===== src/core/pds_defines.svh =====
`ifndef PDS_DEFINES_SVH
`define PDS_DEFINES_SVH

// Port widths.
`define PDS_CKE_W        2
`define PDS_CS_W         4
`define PDS_ODT_W        2
`define PDS_AC_W         22
`define PDS_TMR_W        8

// Clock rate and delays in clocks (input_disable_delay, output_disable_delay, fixed-output time).
`define PDS_CLK_MHZ      32'h0000_000A
`define PDS_IN_DIS_CLKS  8'h04
`define PDS_Q_DIS_CLKS   8'h08
`define PDS_FIX_OUT_CLKS 8'h08

// Activation time, longest, in ns; the count rounds down.
`define PDS_ACT_TIME_NS  32'h0000_07D0
`define PDS_ACT_CLKS     ((`PDS_ACT_TIME_NS * `PDS_CLK_MHZ) / 32'h0000_03E8)

// Reset and idle levels.
`define PDS_CS_IDLE      4'hF
`define PDS_CKE_RST      2'h0
`define PDS_ODT_RST      2'h0
`define PDS_AC_RST       22'h00_0000
`define PDS_TWO_SEL_MASK 2'h3

`endif


===== src/core/pds_pkg.sv =====
package pds_pkg;

    typedef enum logic [5:0] {
        ST_NORMAL = 6'h01,
        ST_ENTRY  = 6'h02,
        ST_PDOWN  = 6'h04,
        ST_EXIT   = 6'h08,
        ST_CKSTOP = 6'h10,
        ST_WAKE   = 6'h20
    } pds_state_e;

    typedef logic [7:0] pds_count_t;

endpackage


===== src/core/pds_power_down_seq.sv =====
`timescale 1ns/1ns
`include "pds_defines.svh"

// Contract
// - Enter power-down: both enables low, one fell.
// - Command with enable drop forwarded, enables low.
// - Keep bit selects termination off or on.
// - Termination-off: receivers, termination off after delay.
// - Parity receiver lingers one clock longer.
// - Termination-off: termination and enable outputs low.
// - Other outputs float after output-disable delay.
// - Exit: enable follows, fixed outputs, then follow.
// - Termination-off exit: selects high, termination low.
// - Termination-on exit: selects high, termination follows.
// - Termination-on: termination and its receivers stay.
// - Selects held high one clock on exit.
// - Clock stopped: PLL off, float, enables low.
// - Outputs track inputs within activation time.
module pds_power_down_seq
    import pds_pkg::*;
(
    // Clock and reset
    input  wire logic                  clk,
    input  wire logic                  rstn,
    // Configuration
    input  wire logic                  power_down_enable_bit,
    input  wire logic                  termination_keep_bit,
    input  wire logic                  four_select_mode,
    // Controller side
    input  wire logic [`PDS_CKE_W-1:0] clock_enable_in,
    input  wire logic [`PDS_CS_W-1:0]  chip_select_in_n,
    input  wire logic [`PDS_ODT_W-1:0] termination_ctrl_in,
    input  wire logic [`PDS_AC_W-1:0]  addr_cmd_in,
    input  wire logic                  clocks_stopped,
    // Memory side
    output logic      [`PDS_CKE_W-1:0] clock_enable_out,
    output logic      [`PDS_CS_W-1:0]  chip_select_out_n,
    output logic                       chip_select_oe_n,
    output logic      [`PDS_ODT_W-1:0] termination_ctrl_out,
    output logic                       termination_oe_n,
    output logic      [`PDS_AC_W-1:0]  address_out,
    output logic                       address_oe_n,
    // Receiver and clock control
    output logic                       addr_rx_en,
    output logic                       parity_rx_en,
    output logic                       termination_rx_en,
    output logic                       input_termination_en,
    output logic                       pll_run
);

    ////////////////////////////////////////////////////////////////////////////////
    // Decoding helpers.

    // In two-select mode the upper selects do not exist and read as deasserted.
    function automatic logic [`PDS_CS_W-1:0] cs_mask(input logic [`PDS_CS_W-1:0] cs, input logic quad);
        cs_mask = quad ? cs : {`PDS_TWO_SEL_MASK, cs[1:0]};
    endfunction

    function automatic logic in_power_down(input pds_state_e st);
        in_power_down = (st == ST_ENTRY) || (st == ST_PDOWN);
    endfunction

    ////////////////////////////////////////////////////////////////////////////////
    // State and timers.

    pds_state_e                  state_q;
    pds_state_e                  state_d;
    logic       [`PDS_CKE_W-1:0] cke_q;
    logic                        keep_q;
    logic                        float_q;
    logic                        a_start;
    pds_count_t                  a_val;
    logic                        a_last;
    logic                        b_start;
    logic                        b_last;
    logic                        enter;
    logic                        wake_req;
    logic                        exit_edge;
    logic                        pd_d;
    logic                        float_d;

    assign wake_req  = |clock_enable_in;
    assign enter     = power_down_enable_bit && (clock_enable_in == 2'h0) && (cke_q != 2'h0);
    assign exit_edge = (state_d == ST_EXIT) && (state_q != ST_EXIT);
    assign pd_d      = in_power_down(state_d);
    assign float_d   = pd_d && (float_q || b_last);
    assign b_start   = (state_q == ST_NORMAL) && (state_d == ST_ENTRY);

    always_ff @(posedge clk) begin
        if (!rstn) begin
            cke_q <= `PDS_CKE_RST;
        end else begin
            cke_q <= clock_enable_in;
        end
    end

    always_comb begin
        state_d = state_q;
        a_start = 1'b0;
        a_val   = `PDS_IN_DIS_CLKS;
        case (state_q)
            ST_NORMAL: begin
                if (clocks_stopped) begin
                    state_d = ST_CKSTOP;
                end else if (enter) begin
                    state_d = ST_ENTRY;
                    a_start = 1'b1;
                end
            end
            ST_ENTRY, ST_PDOWN: begin
                if (clocks_stopped) begin
                    state_d = ST_CKSTOP;
                end else if (wake_req) begin
                    state_d = ST_EXIT;
                    a_start = 1'b1;
                    a_val   = `PDS_FIX_OUT_CLKS;
                end else if ((state_q == ST_ENTRY) && a_last) begin
                    state_d = ST_PDOWN;
                end
            end
            ST_EXIT: begin
                if (clocks_stopped) begin
                    state_d = ST_CKSTOP;
                end else if (a_last) begin
                    state_d = ST_NORMAL;
                end
            end
            ST_CKSTOP: begin
                if (!clocks_stopped) begin
                    state_d = ST_WAKE;
                    a_start = 1'b1;
                    a_val   = 8'(`PDS_ACT_CLKS);
                end
            end
            ST_WAKE: begin
                if (a_last) begin
                    state_d = ST_NORMAL;
                end
            end
            default: begin
                state_d = ST_NORMAL;
            end
        endcase
    end

    always_ff @(posedge clk) begin
        if (!rstn) begin
            state_q <= ST_NORMAL;
        end else begin
            state_q <= state_d;
        end
    end

    // The variant is frozen at entry so a mid-sequence change of the bit cannot mix the two.
    always_ff @(posedge clk) begin
        if (!rstn) begin
            keep_q <= 1'b0;
        end else if (b_start) begin
            keep_q <= termination_keep_bit;
        end
    end

    always_ff @(posedge clk) begin
        if (!rstn) begin
            float_q <= 1'b0;
        end else begin
            float_q <= float_d;
        end
    end

    // Timer a paces the input-disable, fixed-output and activation intervals in turn.
    pds_timer u_seq_timer (
        .clk      (clk),
        .rstn     (rstn),
        .start    (a_start),
        .load_val (a_val),
        .last     (a_last)
    );

    // Timer b runs the output-disable delay alongside, from the edge that drops the enables.
    pds_timer u_float_timer (
        .clk      (clk),
        .rstn     (rstn),
        .start    (b_start),
        .load_val (`PDS_Q_DIS_CLKS),
        .last     (b_last)
    );

    ////////////////////////////////////////////////////////////////////////////////
    // Output registers.

    always_ff @(posedge clk) begin
        if (!rstn) begin
            clock_enable_out <= `PDS_CKE_RST;
        end else if ((state_d == ST_CKSTOP) || (pd_d && !wake_req)) begin
            clock_enable_out <= 2'h0;
        end else begin
            clock_enable_out <= clock_enable_in;
        end
    end

    always_ff @(posedge clk) begin
        if (!rstn) begin
            chip_select_out_n <= `PDS_CS_IDLE;
        end else if (exit_edge || (pd_d && !b_start) || (state_d == ST_CKSTOP)) begin
            chip_select_out_n <= `PDS_CS_IDLE;
        end else begin
            chip_select_out_n <= cs_mask(chip_select_in_n, four_select_mode);
        end
    end

    always_ff @(posedge clk) begin
        if (!rstn) begin
            termination_ctrl_out <= `PDS_ODT_RST;
        end else if (state_d == ST_CKSTOP) begin
            termination_ctrl_out <= `PDS_ODT_RST;
        end else if ((pd_d || (state_d == ST_EXIT)) && !keep_q) begin
            termination_ctrl_out <= `PDS_ODT_RST;
        end else begin
            termination_ctrl_out <= termination_ctrl_in;
        end
    end

    // Command and address hold their last level as the fixed exit pattern.
    always_ff @(posedge clk) begin
        if (!rstn) begin
            address_out <= `PDS_AC_RST;
        end else if ((state_d == ST_NORMAL) || (state_d == ST_WAKE) || b_start) begin
            address_out <= addr_cmd_in;
        end
    end

    always_ff @(posedge clk) begin
        if (!rstn) begin
            address_oe_n     <= 1'b1;
            chip_select_oe_n <= 1'b1;
            termination_oe_n <= 1'b1;
        end else begin
            address_oe_n     <= (state_d == ST_CKSTOP) || (state_d == ST_WAKE) || float_d;
            chip_select_oe_n <= (state_d == ST_CKSTOP) || (state_d == ST_WAKE) || float_d;
            termination_oe_n <= (state_d == ST_CKSTOP) || (state_d == ST_WAKE);
        end
    end

    ////////////////////////////////////////////////////////////////////////////////
    // Receiver, termination and clock control.

    logic rx_d;

    assign rx_d = !((state_d == ST_PDOWN) || (state_d == ST_CKSTOP));

    always_ff @(posedge clk) begin
        if (!rstn) begin
            addr_rx_en   <= 1'b1;
            parity_rx_en <= 1'b1;
        end else begin
            addr_rx_en   <= rx_d;
            parity_rx_en <= rx_d || addr_rx_en;
        end
    end

    // Reset keeps termination off; the enable and clock receivers are never gated here.
    always_ff @(posedge clk) begin
        if (!rstn) begin
            termination_rx_en    <= 1'b1;
            input_termination_en <= 1'b0;
        end else begin
            termination_rx_en    <= rx_d || keep_q;
            input_termination_en <= rx_d || ((state_d == ST_PDOWN) && keep_q);
        end
    end

    always_ff @(posedge clk) begin
        if (!rstn) begin
            pll_run <= 1'b1;
        end else begin
            pll_run <= (state_d != ST_CKSTOP);
        end
    end

    ////////////////////////////////////////////////////////////////////////////////
    // Checks.

    localparam int ACT_BOUND = `PDS_ACT_CLKS + 1;
endmodule


===== src/core/pds_timer.sv =====
`timescale 1ns/1ns
`include "pds_defines.svh"

// Down counter; last is high in the cycle whose edge ends the interval.
module pds_timer
    import pds_pkg::*;
(
    // Clock and reset
    input  wire logic       clk,
    input  wire logic       rstn,
    // Control
    input  wire logic       start,
    input  wire pds_count_t load_val,
    // Status
    output logic            last
);

    pds_count_t count_q;

    always_ff @(posedge clk) begin
        if (!rstn) begin
            count_q <= 8'h00;
        end else if (start) begin
            count_q <= load_val;
        end else if (count_q != 8'h00) begin
            count_q <= count_q - 8'h01;
        end
    end

    assign last = (count_q == 8'h01);

endmodule


===== config.mk =====
export PLATFORM = sky130hd
export DESIGN_NAME = pds_power_down_seq
export DESIGN_NICKNAME = d
export VERILOG_FILES = /design/src/core/pds_pkg.sv /design/src/core/pds_power_down_seq.sv /design/src/core/pds_timer.sv
export VERILOG_INCLUDE_DIRS = /design/src /design/src/core
export SDC_FILE = /design/constraint.sdc
export NUM_CORES = 1
export LEC_CHECK = 0
export BUFFER_PORTS_ARGS = -buffer_cell sky130_fd_sc_hd__buf_4
export CAP_MARGIN = 20
export CORE_MARGIN = 2
export CORE_UTILIZATION = 52
export CTS_CLUSTER_DIAMETER = 50
export DETAILED_ROUTE_END_ITERATION = 8
export PLACE_DENSITY = 0.79
export REMOVE_ABC_BUFFERS = 1
export SYNTH_ARGS = -nofsm -noshare
export SYNTH_HDL_FRONTEND = slang
export SYNTH_SLANG_ARGS = --single-unit

===== constraint.sdc =====
create_clock -name clk -period 3.2 [get_ports clk]
set_clock_uncertainty 0.05 [all_clocks]
set_input_delay 0 -clock clk [delete_from_list [all_inputs] [get_ports clk]]
set_output_delay 0 -clock clk [all_outputs]
set_load 0.005 [all_outputs]

==> flow_metrics.tcl <==
set metrics [dict create \
    slew_viol_final 0 \
    grt_first_pass_wirelength_microns 11610 \
    antenna_found_initial 0 \
    vias 2612 \
    drive_gt1_share_pct 24.29 \
    pwr-share-comb_pct 31.6 \
    setup_viol 0 \
    dr.pass1.iters 4 \
    synthArstFlopShare_pct 0 \
    grt_max_degree 56 \
    drtAntennaViolNets 0 \
    grt.total_usage_pct 25.02 \
    n_antenna_cell 0 \
    finalCritPeriodShare_pct 95.56 \
    slowest_delay_ps 570 \
    gp_congestion 0.9042 \
    grt_overflow_total 0 \
    port-buffer-count 73 \
    fin_nets 455 \
    multi_input_area_sq_um 1364 \
    worstMarginPinSlew_ps 655.4 \
    yosysWarnings 0 \
    crit_chain "nand2b_1 > nor3b_1 > o21ai_0 > nor2_1 > nand3b_1 > or2_2 > dlygate4sd3_1" \
    ys.flop_type "dfxtp_1" \
    avgSynthCellArea_sq_um 8.872 \
    cts_tree "done" \
    drc 0 \
    cts_buffer_depth 2 \
    synth.distinct_cells 48 \
    critPathKind "reg -> reg" \
    ir_worst_vdd_mv 0.5335 \
    power_switching_uw 857.3 \
    total_leakage_power_nw 1.713 \
    final_common_cell "buf_4" \
    start_util_pct 53.67 \
    fmax_ghz 0.3270 \
    slowest_stage "dlygate4sd3_1" \
    dpl.hpwl_microns 4520 \
    min_period_ps 3058 \
    cts_setup_buffers 0 \
    htreeDepth 3 \
    core_sq_um 5107 \
    clock_latency_ps 340 \
    syn-cell-area_sq_um 2741 \
    hold_viol_final 0 \
    p_int_mw 1.887 \
    die_h_microns 76.61 \
    cp.required_ps 3370 \
    synth_cells 309 \
    power_density_nw_per_um2 703.5 \
    fillerInstances 355 \
    wl_per_cell_microns 14.56 \
    ys_ff_latch 63 \
    layout_common_cells "74 x buf_4, 63 x dfxtp_1, 57 x nand2_1" \
    dpl_worst_slack_ps 320.9 \
    die-area_sq_um 5868 \
    status "complete, no violations" \
    cts-root-buf "clkbuf_8" \
    cts-buffers-inserted 9 \
    crit_path_end_kind "flop" \
    arrival_ps 3230 \
    clock_power_share_pct 30.1 \
    grt_pass1_vias 2497 \
    drt_iter0_drc 173 \
    ios 74 \
    synth_edf_count 0 \
    area_growth_syn_to_layout_pct 42.31 \
    timing.final.ws_setup_ps 142.1 \
    num_rows 26 \
    drt_wl_total_microns 7135 \
    maxCapViolations 0 \
    die_x_microns 76.61 \
    viasPerCell 5.331 \
    p_sw_share_pct 31.24 \
    rsz0062_at_grt "no" \
    worstHoldPathType "in -> reg" \
    tns_ps 0 \
    path_clk_slew_ps 70 \
    yosysSeqAreaShare_pct 46.01 \
    seq_power_share_pct 38.3 \
    clock-sinks 63 \
    critPathLaunchType "flop" \
    seqCellArea_sq_um 1261 \
    relSlewSlack_pct 55.84 \
    crit_path_max_fanout 8 \
]
-- metrics by stage --
step / hold slack (ps) / utilization (%) / power (mW) / instances / area [sq um]
final: 190.8 / 76.38 / 2.744 / 490 / 3901
after CTS: 186.2 / 76.26 / 2.739 / 490 / 3895
after floorplan: 21.83 / - / 1.618 / 294 / 2645
after detailed placement: 146.3 / 64.77 / 1.884 / 439 / 3308
after global placement: 140.2 / 64.77 / 1.857 / 439 / 3308
after global routing: 223.4 / 76.38 / 2.909 / 490 / 3901
-- synthesized netlist by cell type (all sizes together) (2+ instances only) --
| library cell | count | area (sq um) |
|---|---|---|
| dfxtp | 63 | 1261 |
| nand2 | 57 | 214.0 |
| nor2 | 23 | 86.33 |
| mux2i | 22 | 220.2 |
| nand3 | 11 | 55.05 |
| o21ai | 10 | 50.05 |
| nor3 | 9 | 45.04 |
| a21oi | 8 | 40.04 |
| buf | 8 | 70.06 |
| clkbuf | 7 | 26.28 |
| xnor2 | 7 | 61.31 |
| inv | 6 | 22.52 |
| nor4 | 6 | 37.54 |
| a31oi | 5 | 31.28 |
| nand2b | 5 | 31.28 |
| or2 | 5 | 31.28 |
| xor2 | 5 | 43.79 |
| and2 | 4 | 25.02 |
| ha | 4 | 50.05 |
| nor2b | 4 | 25.02 |
| or4 | 4 | 33.78 |
| a211oi | 3 | 22.52 |
| and3 | 3 | 18.77 |
| nand4 | 3 | 18.77 |
| or3 | 3 | 18.77 |
| or4b | 3 | 33.78 |
| a22oi | 2 | 15.01 |
| nor3b | 2 | 15.01 |
| o211ai | 2 | 15.01 |
| or3b | 2 | 17.52 |
-- timing repair --
item | in CTS | in global routing
hold buffers | 35 | 0
endpoints found under the hold margin | 33 | 0
setup endpoints to repair | 0 | 1
gates resized for setup | 0 | 1
-- final timing paths --
path	start	endpoint	slack, ps	cells after the start
worst max register to register	state_q[0]	chip_select_out_n[2]	140	7
worst max-delay path	state_q[0]	chip_select_out_n[2]	140	7
worst min-delay path	power_down_enable_bit	keep_q	190	6
worst min register to register	addr_rx_en	parity_rx_en	400	1
-- area by class of cell --
| type | instances | share of cell area, % |
|---|---|---|
| Multi-Input combinational cell | 224 | 34.96 |
| Clock inverter | 6 | 2.790 |
| Tap cell | 70 | 2.245 |
| Timing Repair Buffer | 110 | 23.73 |
| Inverter | 7 | 0.6735 |
| Sequential cell | 63 | 32.33 |
| Clock buffer | 10 | 3.271 |
-- power groups by stage --
stage | clock, mW | combinational [mW] | sequential, mW
after CTS | 0.833 | 0.857 | 1.05
after floorplan | 0 | 0.570 | 1.05
after detailed placement | 0 | 0.816 | 1.07
after global placement | 0 | 0.799 | 1.06
final | 0.826 | 0.866 | 1.05
after global routing | 0.875 | 0.963 | 1.07
-- registers in the layout (all words and copies together), names as in the netlist --
register	flops
addr_rx_en	1
input_termination_en	1
termination_ctrl_out	2
clock_enable_out	2
keep_q	1
float_q	1
termination_oe_n	1
u_seq_timer.count_q	8
chip_select_out_n	4
address_out	22
address_oe_n	1
u_float_timer.count_q	8
parity_rx_en	1
pll_run	1
cke_q	2
state_q	6
termination_rx_en	1
-- metal layers --
| metal | GRT usage (%) | share of wire [%] |
|---|---|---|
| met1 | 27.64 | 40 |
| met4 | 7.273 | 1.9 |
| met2 | 46.28 | 53 |
| met3 | 7.227 | 6.0 |
| met5 | 0 | 0 |
-- critical path, delay by kind of cell (launching register included) --
kind	cells	cell delay, ps
simple gates	5	1540
buf+inv	1	570
flops	1	460
compound gates	1	330
-- logic make-up after synthesis --
group	after synthesis	share of synthesized area (%)
mux	22	8.033
xor+xnor	12	3.834
simple gates	148	27.02
fa+ha+maj	5	2.191
buf+inv	22	4.473
compound gates	37	8.444
flops	63	46.01
Power figures use the tool's default switching activity.
